## src/ildiag_pkg.sv

```systemverilog
package ildiag_pkg;
	localparam int ILD_ADDR_W = 16;
	localparam int ILD_DATA_W = 32;
	localparam int ILD_MAX_LANES = 32;
	localparam int ILD_CNT_W = 4;
	localparam logic [ILD_CNT_W-1:0] ILD_CNT_MAX = 4'hf;
	localparam logic [ILD_CNT_W-1:0] ILD_CNT_ONE = 4'h1;
	localparam logic [ILD_CNT_W-1:0] ILD_CNT_RST = 4'h0;
	localparam int ILD_LANES_PER_CNT_REG = 8;

	localparam logic [ILD_ADDR_W-1:0] ILD_OFF_LOOPBACK = 16'h0012;
	localparam logic [ILD_ADDR_W-1:0] ILD_OFF_DBG_RESET = 16'h0013;
	localparam logic [ILD_ADDR_W-1:0] ILD_OFF_ALIGN = 16'h0020;
	localparam logic [ILD_ADDR_W-1:0] ILD_OFF_BLOCK_LOCK = 16'h0021;
	localparam logic [ILD_ADDR_W-1:0] ILD_OFF_MF_LOCK = 16'h0022;
	localparam logic [ILD_ADDR_W-1:0] ILD_OFF_ERRCNT0 = 16'h0023;
	localparam logic [ILD_ADDR_W-1:0] ILD_OFF_ERRCNT1 = 16'h0024;
	localparam logic [ILD_ADDR_W-1:0] ILD_OFF_ERRCNT2 = 16'h0025;
	localparam logic [ILD_ADDR_W-1:0] ILD_OFF_ERRCNT3 = 16'h0026;
	localparam logic [ILD_ADDR_W-1:0] ILD_OFF_RX_LOST = 16'h0028;
	localparam logic [ILD_ADDR_W-1:0] ILD_OFF_TX_LOST = 16'h0029;
	localparam logic [ILD_ADDR_W-1:0] ILD_OFF_FAULT_INS = 16'h0038;
	localparam logic [ILD_ADDR_W-1:0] ILD_OFF_TX_RDY = 16'h0040;
	localparam logic [ILD_ADDR_W-1:0] ILD_OFF_RX_RDY = 16'h0041;
	localparam logic [ILD_ADDR_W-1:0] ILD_OFF_XCODER = 16'h0080;
	localparam logic [ILD_ADDR_W-1:0] ILD_OFF_FEC_UNCOR = 16'h0081;

	localparam int ILD_DBG_LOCK_DATA_BIT = 9;
	localparam int ILD_DBG_LOCK_REF_BIT = 8;
	localparam int ILD_DBG_CLR_TX_BIT = 7;
	localparam int ILD_DBG_CLR_RX_BIT = 6;
	localparam int ILD_ALIGN_TX_BIT = 0;
	localparam int ILD_ALIGN_RX_BIT = 1;
	localparam int ILD_ALIGN_FEC_AM_BIT = 12;
	localparam int ILD_FLAG_BIT = 0;

	localparam logic [ILD_DATA_W-1:0] ILD_DATA_RST = 32'h0000_0000;
	localparam logic ILD_BIT_RST = 1'b0;
endpackage

```

## src/ildiag_sync2.sv

```systemverilog
`timescale 1ns/100ps
module ildiag_sync2 #(
	parameter int WIDTH = 1
) (
	input wire logic mclk,
	input wire logic sys_rst,
	input wire logic [WIDTH-1:0] async_in,
	output logic [WIDTH-1:0] sync_out
);
	import ildiag_pkg::*;

	logic [WIDTH-1:0] meta;

	// first stage feeds only the second one
	always_ff @(posedge mclk or posedge sys_rst) begin
		if (sys_rst) begin
			meta <= '0;
			sync_out <= '0;
		end else begin
			meta <= async_in;
			sync_out <= meta;
		end
	end
endmodule // ildiag_sync2

```

## src/ildiag_errcnt.sv

```systemverilog
`timescale 1ns/100ps
module ildiag_errcnt #(
	parameter int LANES = 32
) (
	input wire logic mclk,
	input wire logic sys_rst,
	input wire logic clr,
	input wire logic [LANES-1:0] err,
	output logic [ildiag_pkg::ILD_CNT_W*LANES-1:0] cnt_flat
);
	import ildiag_pkg::*;

	genvar g;
	generate
		for (g = 0; g < LANES; g++) begin : g_lane
			logic [ILD_CNT_W-1:0] cnt;
			// clear wins over a same-cycle error: a counter is a tally, not a flag
			always_ff @(posedge mclk or posedge sys_rst) begin
				if (sys_rst) begin
					cnt <= ILD_CNT_RST;
				end else if (clr) begin
					cnt <= ILD_CNT_RST;
				end else if (err[g] && cnt != ILD_CNT_MAX) begin
					cnt <= cnt + ILD_CNT_ONE;
				end
			end
			assign cnt_flat[g*ILD_CNT_W +: ILD_CNT_W] = cnt;
		end
	endgenerate
endmodule // ildiag_errcnt

```

## src/ildiag_regs.sv

```systemverilog
`timescale 1ns/100ps
// Contract
// - loopback register 0x12 holds one bit per lane, set bit loops lane back
// - alternate transceiver variant has no loopback control in this bank
// - debug reset bit 9 forces clock recovery to lock to data; the alternate variant holds cdr_force_lock_data at zero
// - debug reset bit 8 forces clock recovery to lock to reference; the alternate variant holds cdr_force_lock_ref at zero
// - debug reset bit 7 synchronously clears transmit counters and sticky flags
// - debug reset bit 6 synchronously clears receive counters, flags, crc counters
// - alignment register 0x20 shows tx aligned in bit 0, rx in bit 1
// - alignment bit 12 shows fec marker sync in pam4 alternate variant only
// - register 0x21 shows per-lane block boundary lock
// - register 0x22 shows per-lane metaframe lock
// - 4-bit crc error counter per lane, eight per register, 0x23 to 0x26
// - counters saturate at f and clear only by receive clear bit
// - 0x28 bit 0 sticky on receive alignment loss until cleared
// - 0x29 bit 0 sticky on transmit alignment loss until cleared
// - register 0x38 per-lane bit corrupts that lane's transmitted crc32
// - alternate variant 0x40 shows per-lane transmit channel ready
// - alternate variant 0x41 shows per-lane receive channel ready
// - pam4 alternate 0x80 flags bad transcoder framing, write zero clears
// - pam4 alternate 0x81 flags uncorrectable fec codeword, write zero clears
// - reset returns every loopback bit to zero
module ildiag_regs #(
	parameter int NUM_LANES = 32,
	parameter bit ALT_XCVR = 1'b0,
	parameter bit PAM4_MODE = 1'b0
) (
	input wire logic mclk,
	input wire logic sys_rst,
	input wire logic [ildiag_pkg::ILD_ADDR_W-1:0] reg_addr,
	input wire logic [ildiag_pkg::ILD_DATA_W-1:0] reg_wdata,
	input wire logic reg_wr,
	input wire logic reg_rd,
	output logic [ildiag_pkg::ILD_DATA_W-1:0] reg_rdata,
	input wire logic tx_lanes_aligned,
	input wire logic rx_lanes_aligned,
	input wire logic fec_am_locked,
	input wire logic [NUM_LANES-1:0] rx_block_locked,
	input wire logic [NUM_LANES-1:0] rx_metaframe_locked,
	input wire logic [NUM_LANES-1:0] tx_chan_ready,
	input wire logic [NUM_LANES-1:0] rx_chan_ready,
	input wire logic [NUM_LANES-1:0] rx_crc_fail,
	input wire logic rx_align_lost_evt,
	input wire logic tx_align_lost_evt,
	input wire logic xcoder_bad_framing_evt,
	input wire logic fec_uncor_evt,
	output logic [NUM_LANES-1:0] serial_loopback,
	output logic cdr_force_lock_data,
	output logic cdr_force_lock_ref,
	output logic clear_tx_errors,
	output logic clear_rx_errors,
	output logic [NUM_LANES-1:0] tx_crc_corrupt
);
	import ildiag_pkg::*;

	localparam int STAT_W = 3 + 4 * NUM_LANES;
	localparam bit HAS_FEC = ALT_XCVR && PAM4_MODE;
	// the top lane is the one the bench drives into saturation
	localparam int TOP_LSB = (NUM_LANES - 1) * ILD_CNT_W;

	logic [STAT_W-1:0] stat_raw;
	logic [STAT_W-1:0] stat_sync;
	logic tx_al_s;
	logic rx_al_s;
	logic fec_am_s;
	logic [NUM_LANES-1:0] blk_s;
	logic [NUM_LANES-1:0] mf_s;
	logic [NUM_LANES-1:0] txrdy_s;
	logic [NUM_LANES-1:0] rxrdy_s;
	logic [ILD_CNT_W*NUM_LANES-1:0] crc_flat;
	logic [ILD_CNT_W*ILD_MAX_LANES-1:0] crc_all;
	logic rx_lost;
	logic tx_lost;
	logic xcoder_flag;
	logic fec_flag;
	logic wr_lb;
	logic wr_dbg;
	logic wr_fault;
	logic wr_xcoder;
	logic wr_fec;
	logic mapped;
	logic [ILD_DATA_W-1:0] next_rdata;

	function automatic logic hit(input logic [ILD_ADDR_W-1:0] a,
			input logic [ILD_ADDR_W-1:0] off);
		hit = (a == off);
	endfunction

	// lanes beyond the configured count read as zero
	function automatic logic [ILD_DATA_W-1:0] pad_lanes(input logic [NUM_LANES-1:0] v);
		pad_lanes = '0;
		pad_lanes[NUM_LANES-1:0] = v;
	endfunction

	// status levels come from the lane clocks, so they are resynchronised here
	assign stat_raw = {tx_lanes_aligned, rx_lanes_aligned, fec_am_locked,
		rx_block_locked, rx_metaframe_locked, tx_chan_ready, rx_chan_ready};

	ildiag_sync2 #(
		.WIDTH(STAT_W)
	) u_sync (
		.mclk(mclk),
		.sys_rst(sys_rst),
		.async_in(stat_raw),
		.sync_out(stat_sync)
	);

	assign {tx_al_s, rx_al_s, fec_am_s, blk_s, mf_s, txrdy_s, rxrdy_s} = stat_sync;

	ildiag_errcnt #(
		.LANES(NUM_LANES)
	) u_errcnt (
		.mclk(mclk),
		.sys_rst(sys_rst),
		.clr(clear_rx_errors),
		.err(rx_crc_fail),
		.cnt_flat(crc_flat)
	);

	always_comb begin
		crc_all = '0;
		crc_all[ILD_CNT_W*NUM_LANES-1:0] = crc_flat;
	end

	assign wr_lb = reg_wr && hit(reg_addr, ILD_OFF_LOOPBACK);
	assign wr_dbg = reg_wr && hit(reg_addr, ILD_OFF_DBG_RESET);
	assign wr_fault = reg_wr && hit(reg_addr, ILD_OFF_FAULT_INS);
	assign wr_xcoder = reg_wr && hit(reg_addr, ILD_OFF_XCODER);
	assign wr_fec = reg_wr && hit(reg_addr, ILD_OFF_FEC_UNCOR);

	// loopback: the alternate transceiver loops back through its own registers
	always_ff @(posedge mclk or posedge sys_rst) begin
		if (sys_rst) begin
			serial_loopback <= '0;
		end else if (wr_lb && !ALT_XCVR) begin
			serial_loopback <= reg_wdata[NUM_LANES-1:0];
		end
	end

	// debug reset: the clear bits act for as long as software leaves them set
	always_ff @(posedge mclk or posedge sys_rst) begin
		if (sys_rst) begin
			cdr_force_lock_data <= ILD_BIT_RST;
			cdr_force_lock_ref <= ILD_BIT_RST;
			clear_tx_errors <= ILD_BIT_RST;
			clear_rx_errors <= ILD_BIT_RST;
		end else if (wr_dbg) begin
			cdr_force_lock_data <= !ALT_XCVR && reg_wdata[ILD_DBG_LOCK_DATA_BIT];
			cdr_force_lock_ref <= !ALT_XCVR && reg_wdata[ILD_DBG_LOCK_REF_BIT];
			clear_tx_errors <= reg_wdata[ILD_DBG_CLR_TX_BIT];
			clear_rx_errors <= reg_wdata[ILD_DBG_CLR_RX_BIT];
		end
	end

	always_ff @(posedge mclk or posedge sys_rst) begin
		if (sys_rst) begin
			tx_crc_corrupt <= '0;
		end else if (wr_fault) begin
			tx_crc_corrupt <= reg_wdata[NUM_LANES-1:0];
		end
	end

	// sticky flags: a new event in the clearing cycle keeps the flag set
	always_ff @(posedge mclk or posedge sys_rst) begin
		if (sys_rst) begin
			rx_lost <= ILD_BIT_RST;
		end else if (rx_align_lost_evt) begin
			rx_lost <= 1'b1;
		end else if (clear_rx_errors) begin
			rx_lost <= 1'b0;
		end
	end

	always_ff @(posedge mclk or posedge sys_rst) begin
		if (sys_rst) begin
			tx_lost <= ILD_BIT_RST;
		end else if (tx_align_lost_evt) begin
			tx_lost <= 1'b1;
		end else if (clear_tx_errors) begin
			tx_lost <= 1'b0;
		end
	end

	always_ff @(posedge mclk or posedge sys_rst) begin
		if (sys_rst) begin
			xcoder_flag <= ILD_BIT_RST;
		end else if (!HAS_FEC) begin
			xcoder_flag <= 1'b0;
		end else if (xcoder_bad_framing_evt) begin
			xcoder_flag <= 1'b1;
		end else if (wr_xcoder && !reg_wdata[ILD_FLAG_BIT]) begin
			xcoder_flag <= 1'b0;
		end
	end

	always_ff @(posedge mclk or posedge sys_rst) begin
		if (sys_rst) begin
			fec_flag <= ILD_BIT_RST;
		end else if (!HAS_FEC) begin
			fec_flag <= 1'b0;
		end else if (fec_uncor_evt) begin
			fec_flag <= 1'b1;
		end else if (wr_fec && !reg_wdata[ILD_FLAG_BIT]) begin
			fec_flag <= 1'b0;
		end
	end

	// read decode, presented one cycle after the strobe
	always_comb begin
		next_rdata = ILD_DATA_RST;
		mapped = 1'b1;
		unique case (reg_addr)
			ILD_OFF_LOOPBACK: next_rdata = pad_lanes(serial_loopback);
			ILD_OFF_DBG_RESET: begin
				next_rdata[ILD_DBG_LOCK_DATA_BIT] = cdr_force_lock_data;
				next_rdata[ILD_DBG_LOCK_REF_BIT] = cdr_force_lock_ref;
				next_rdata[ILD_DBG_CLR_TX_BIT] = clear_tx_errors;
				next_rdata[ILD_DBG_CLR_RX_BIT] = clear_rx_errors;
			end
			ILD_OFF_ALIGN: begin
				next_rdata[ILD_ALIGN_TX_BIT] = tx_al_s;
				next_rdata[ILD_ALIGN_RX_BIT] = rx_al_s;
				next_rdata[ILD_ALIGN_FEC_AM_BIT] = HAS_FEC && fec_am_s;
			end
			ILD_OFF_BLOCK_LOCK: next_rdata = pad_lanes(blk_s);
			ILD_OFF_MF_LOCK: next_rdata = pad_lanes(mf_s);
			ILD_OFF_ERRCNT0: next_rdata = crc_all[0 +: ILD_DATA_W];
			ILD_OFF_ERRCNT1: next_rdata = crc_all[ILD_DATA_W +: ILD_DATA_W];
			ILD_OFF_ERRCNT2: next_rdata = crc_all[2*ILD_DATA_W +: ILD_DATA_W];
			ILD_OFF_ERRCNT3: next_rdata = crc_all[3*ILD_DATA_W +: ILD_DATA_W];
			ILD_OFF_RX_LOST: next_rdata[ILD_FLAG_BIT] = rx_lost;
			ILD_OFF_TX_LOST: next_rdata[ILD_FLAG_BIT] = tx_lost;
			ILD_OFF_FAULT_INS: next_rdata = pad_lanes(tx_crc_corrupt);
			ILD_OFF_TX_RDY: next_rdata = ALT_XCVR ? pad_lanes(txrdy_s) : ILD_DATA_RST;
			ILD_OFF_RX_RDY: next_rdata = ALT_XCVR ? pad_lanes(rxrdy_s) : ILD_DATA_RST;
			ILD_OFF_XCODER: next_rdata[ILD_FLAG_BIT] = xcoder_flag;
			ILD_OFF_FEC_UNCOR: next_rdata[ILD_FLAG_BIT] = fec_flag;
			default: mapped = 1'b0;
		endcase
	end

	// data holds only in the cycle after a read; zero otherwise keeps the bus quiet
	always_ff @(posedge mclk or posedge sys_rst) begin
		if (sys_rst) begin
			reg_rdata <= ILD_DATA_RST;
		end else if (reg_rd) begin
			reg_rdata <= next_rdata;
		end else begin
			reg_rdata <= ILD_DATA_RST;
		end
	end
endmodule // ildiag_regs

```

## config.mk

```make
export PLATFORM = sky130hd
export DESIGN_NAME = ildiag_regs
export DESIGN_NICKNAME = d
export VERILOG_FILES = /design/src/ildiag_pkg.sv /design/src/ildiag_sync2.sv /design/src/ildiag_errcnt.sv /design/src/ildiag_regs.sv
export SDC_FILE = /design/constraint.sdc
export NUM_CORES = 1
export LEC_CHECK = 0
export BUFFER_PORTS_ARGS = -buffer_cell sky130_fd_sc_hd__buf_2
export CAP_MARGIN = 20
export CORE_ASPECT_RATIO = 0.9
export CORE_MARGIN = 2
export CORE_UTILIZATION = 49
export DETAILED_ROUTE_END_ITERATION = 8
export GPL_ROUTABILITY_DRIVEN = 0
export GPL_TIMING_DRIVEN = 1
export PLACE_DENSITY = 0.87
export RECOVER_POWER = 100
export SLEW_MARGIN = 0
export SYNTH_ARGS = -nofsm -noshare
export SYNTH_HDL_FRONTEND = slang
export SYNTH_SLANG_ARGS = --single-unit
export TNS_END_PERCENT = 50
```

## constraint.sdc

```tcl
create_clock -name mclk -period 12.9 [get_ports mclk]
set_input_delay 2.58 -clock mclk [delete_from_list [all_inputs] [get_ports mclk]]
set_output_delay 2.58 -clock mclk [all_outputs]
set_load 0.03 [all_outputs]
```

* After elaboration in Yosys (flattened, before gate mapping)
Cells that the tools add are included.
** Word-level totals
- Input bits :: 219
- Word-level logic and storage cells :: 264
- Register bits after elaboration :: 492
** Cells by class
- Muxes and demuxes :: 76
- Reductions and logical operators :: 69
- $add $sub $neg :: 32
- Eq/ne operators :: 44
** Operator list (number)
- $mux W4 :: 64
- $eq A16 B6 Y1 const B :: 10
- $pmux W19 S8 :: 1
- $add A4 B1 Y4 const B :: 32
- $ne A4 B4 Y1 const B :: 32
- $reduce_bool A2 Y1 :: 34
- $pmux W4 S9 :: 1
- $logic_and A1 B1 Y1 :: 35
- $eq A16 B5 Y1 const B :: 2
- $mux W32 :: 1
- $pmux W4 S8 :: 1
- $pmux W2 S8 :: 1
- $pmux W1 S11 :: 1
- $pmux W1 S9 :: 1
- $pmux W1 S8 :: 1
- $mux W1 :: 4

* Longest topological paths before layout
- Word-level depth :: 4
- Gate-level depth with buffers :: 9

* Hierarchy
Synthesis repeated with hierarchy kept, for this count alone.
** Unflattened totals
- Cells, all modules :: 1394
- Area, all modules :: 18875.6 µm²
** By module, submodules not included
- ildiag_errcnt :: instances 1, sequential area each 3203.1 µm², area each 6846.6 µm², cells an instance 662
- ildiag_sync2 :: instances 1, sequential area each 6556.3 µm², area each 6560.0 µm², cells an instance 263
- ildiag_regs :: instances 1, sequential area each 2552.4 µm², area each 5469.0 µm², cells an instance 469

* Worst setup path after synthesis
No wires, ideal clock.
- Kind :: input-to-reg
- Start :: input port reg_addr[13] (netlist name)
- End :: register tx_crc_corrupt[0]
- Buffers on the path :: 2
- Arrival :: 4.367 ns
- Setup slack :: 8.406 ns
- Cell stages on the path :: 7
- Data required time :: 12.772 ns
- Path through :: or4_1 -> buf_2 -> or2_4 -> nor3_4 -> nand2_2 -> buf_2 -> mux2_1
** On the way
- Word-level cells in the longest chain between the ends :: 2
** RTL lines
- start: declaration :: line ildiag_regs.sv:30 : input wire logic [ildiag_pkg::ILD_ADDR_W-1:0] reg_addr,
- $eq A16 B6 Y1
- $logic_and A1 B1 Y1 :: line ildiag_regs.sv:127 : assign wr_fault = reg_wr && hit(reg_addr, ILD_OFF_FAULT_INS);
- end signal: assignment :: line ildiag_regs.sv:159 : tx_crc_corrupt <= reg_wdata[NUM_LANES-1:0];
- end: declaration :: line ildiag_regs.sv:52 : output logic [NUM_LANES-1:0] tx_crc_corrupt
No other way between the ends.
A chain may end at the register's enable or synchronous reset.

* Worst setup path in the final report
- Start :: input port reg_addr[0] (netlist name)
- End :: register reg_rdata[25] (netlist name)
** On the way
- Word-level cells in the longest chain between the ends :: 3
- Elaborated cells on any way between the ends :: 10
- Those cells by class :: eq/ne (8); mux (2)
** RTL lines
- $eq A16 B6 Y1 / $eq A16 B5 Y1 (equally long branches)
- $pmux W19 S8 (*) :: line ildiag_regs.sv:212 : unique case (reg_addr)
- $mux W32 (*) :: line ildiag_regs.sv:246 : end else if (reg_rd) begin
- end signal: assignment :: line ildiag_regs.sv:247 : reg_rdata <= next_rdata;
- end: declaration :: line ildiag_regs.sv:34 : output logic [ildiag_pkg::ILD_DATA_W-1:0] reg_rdata,
Every way passes the cells marked *; elsewhere a longest branch is shown, timed or not.

==> impl_results.md <==
- Outcome: finished with violations
- Violated checks: capacitance limit, slew limit
- Leading cell types in the layout, fill and taps excluded: dfrtp_1 (362), buf_2 (138), clkbuf_1 (128), nor2_1 (112), nand2_1 (108)
- Commonest non-fill, non-tap cell in the layout: dfrtp_1
- Post-synth top area share: 61.0%
- CTS Hold Bufs: 0
- Slew Limit Fails: 319
- Initial antenna violation count: 8
- Post-Syn Area per Cell: 12.3 um^2
- Grt ovf: 0
- Slew of the pin with the lowest slew margin: 5120 ps
- Area added between synthesis and finish: 17.5%
- Num CTS Buffers: 38
- Top cells by area, synth: dfrtp_1 (61%), mux2_1 (3.5%), xor2_1 (3.2%)
- Mapped Nets: 1456
- Total track usage: 25.4%
- Final Hold Vio Count: 0
- Largest net degree at the start of global routing: 120
- Layout Nets: 1708
- Final setup TNS: 0 ps
- Drt first pass iters: 5
- Initial Util: 49.7%
- Max clock buf depth: 3
- RSZ-0062 raised after global routing: false
- Crit-path cells: clkbuf_1, or4b_1, nor4_1, clkbuf_1, a222oi_1, a41oi_1
- Delay-heaviest family, CP: buffers and inverters
- Total power: 2270 uW
- Tcrit/Tclk final: 54.7%
- Register area share after synthesis: 61.0%
- CTS root buffer: clkbuf_16
- Worst IR Drop VDD: 0.117 mV
- IO buf count: 251
- Worst-path clk slew: 60 ps
- Worst endpoint data arrival time: 7480 ps
- Post-layout util: 58.4%
- Max Clock Freq: 142 MHz
- TritonCTS clock tree: done
- First-pass GRT wire length: 62400 um
- Main synth FF type: dfrtp_1
- Post-synth top area cell: dfrtp_1
- WL per Instance: 21.3 um
- Leak: 0.00795 uW
- Flops & latches, synth: 362
- Worst Setup End Kind: flip-flop
- Clock latency on the worst-skew pair: 520 ps
- Yosys cell types: 60
- Antenna Violating Nets Remaining: 0
- Die footprint: 31700 um^2
- Fin Hold WS: 340 ps
- Layout Skew: 11.8 ps
- CP Data Required Time: 13320 ps
- Buf/Inv on CP: 2
- Starting DRT DRC Count: 924
- Row count: 60
- EDFF count, synth: 0
- I/O pin count: 319
- Fin crit period: 7060 ps
- Detail Placement HPWL: 26900 um
- H-tree depth: 2
- Core area: 29900 um^2
- Top cell by count, worst path: clkbuf_1
- Worst Path Max Fanout: 28
- Vias post-DR: 10900
- # DRC: 0
- Post-CTS resize count: 0
- Startpoint types: primary input
- PnR worst setup slack: 5840 ps
- Crit path kind: in2reg
- Synthesized area: 14800 um^2
- Setup-failing EPs final: 0
- Critical-path top delay cell: clkbuf_1
- Max_slew headroom: -243%
- Routed vias/inst: 5.75
- Clock sink count: 362
- Die height: 169 um
- HP Class: reg2reg
- Die W: 187 um
- Ys Warns: 0
- Final WL: 40300 um
- Fraction of layout cells with a size suffix above 1: 17.3%
- Pwr dens: 130 nW/um^2
- Pre-CTS setup slack: 7280 ps
- CP max stage delay: 1340 ps
- Async SR Flop Fraction: 100%
- Postcts setup bufs: 0
- Syn Inst Count: 1205
- MaxCap Viol Count: 7
- Vias in the first global route: 11300
## report_power, final
part	internal (uW)	switching, uW	leakage, uW
registers	1160	7.21	0.00473
clock network	588	435	0.000574
logic	27.8	51.8	0.00264
total	1770	494	0.00795
## worst paths after layout
path / from / to / slack [ps] / cells after the start
max in group asynchronous: sys_rst / u_errcnt.g_lane[27].cnt[1] / 5920 / 3
worst min register to register: u_sync.meta[64] / u_sync.sync_out[64] / 340 / 0
min in group asynchronous: sys_rst / u_sync.meta[114] / 3640 / 2
worst max-delay path: reg_addr[0] / reg_rdata[25] / 5840 / 6
worst min-delay path: u_sync.meta[64] / u_sync.sync_out[64] / 340 / 0
worst max register to register: clear_rx_errors / reg_rdata[6] / 9620 / 4
## synthesized netlist by cell type, types with 5 or more instances
cell type  count
nand3_1       33
nand3b_1       5
a221oi_1       8
a41oi_1        9
o21ai_0        5
a222oi_1      47
mux2i_1        7
xor2_1        54
nor2_1       111
inv_1         27
mux2_2        39
buf_2         17
ha_1          32
nor3_1        19
nand4_1       23
clkbuf_1      20
buf_1          5
a21oi_1       51
nand2_1      107
a22oi_1        6
a22o_1         6
buf_4          6
and4b_1       10
xnor2_1       32
dfrtp_1      362
nand2b_1      24
mux2_1        46
a31oi_1       41
nor3_4         5
## routing by layer
layer / global-route usage, % / wire, um
met1: 32.1 / 16100
met2: 42.5 / 19600
met3: 5.44 / 3010
met4: 11.3 / 1560
met5: 0 / 13
## cells by family after synthesis
| kind of cell | share of synthesized area [%] |
|---|---|
| buffers and inverters | 2.49 |
| DFF | 61.0 |
| and+or+nand+nor | 12.6 |
| xor gates and xnor gates | 5.07 |
| muxes | 6.92 |
| AOI/OAI and AO/OA | 9.17 |
| adders and majority gates | 2.70 |
## per-stage QoR
| stage | cell area, um^2 | std cells |
|---|---|---|
| detailed placement | 16500 | 1817 |
| floorplan | 14800 | 1205 |
| global placement | 16400 | 1816 |
| global route | 17400 | 1887 |
| finish | 17500 | 1891 |
| CTS | 17600 | 1881 |
## registers in the layout, indices dropped and copies added (netlist names)
register             count
cdr_force_lock_ref       1
rx_lost                  1
tx_lost                  1
clear_rx_errors          1
u_errcnt.g_lane.cnt    128
reg_rdata               32
u_sync.meta             66
tx_crc_corrupt          32
clear_tx_errors          1
serial_loopback         32
cdr_force_lock_data      1
u_sync.sync_out         66
## final cells by class
class	instances	area (um^2)
diodes	7	17.5
clock buffers	54	1090
clock inverters	10	57.6
fillers	2477	12400
inverters	27	103
multi-input cells	764	5390
flip-flops and latches	362	9060
well taps	403	504
repair buffers	264	1230
Power figures use the tool's default switching activity.
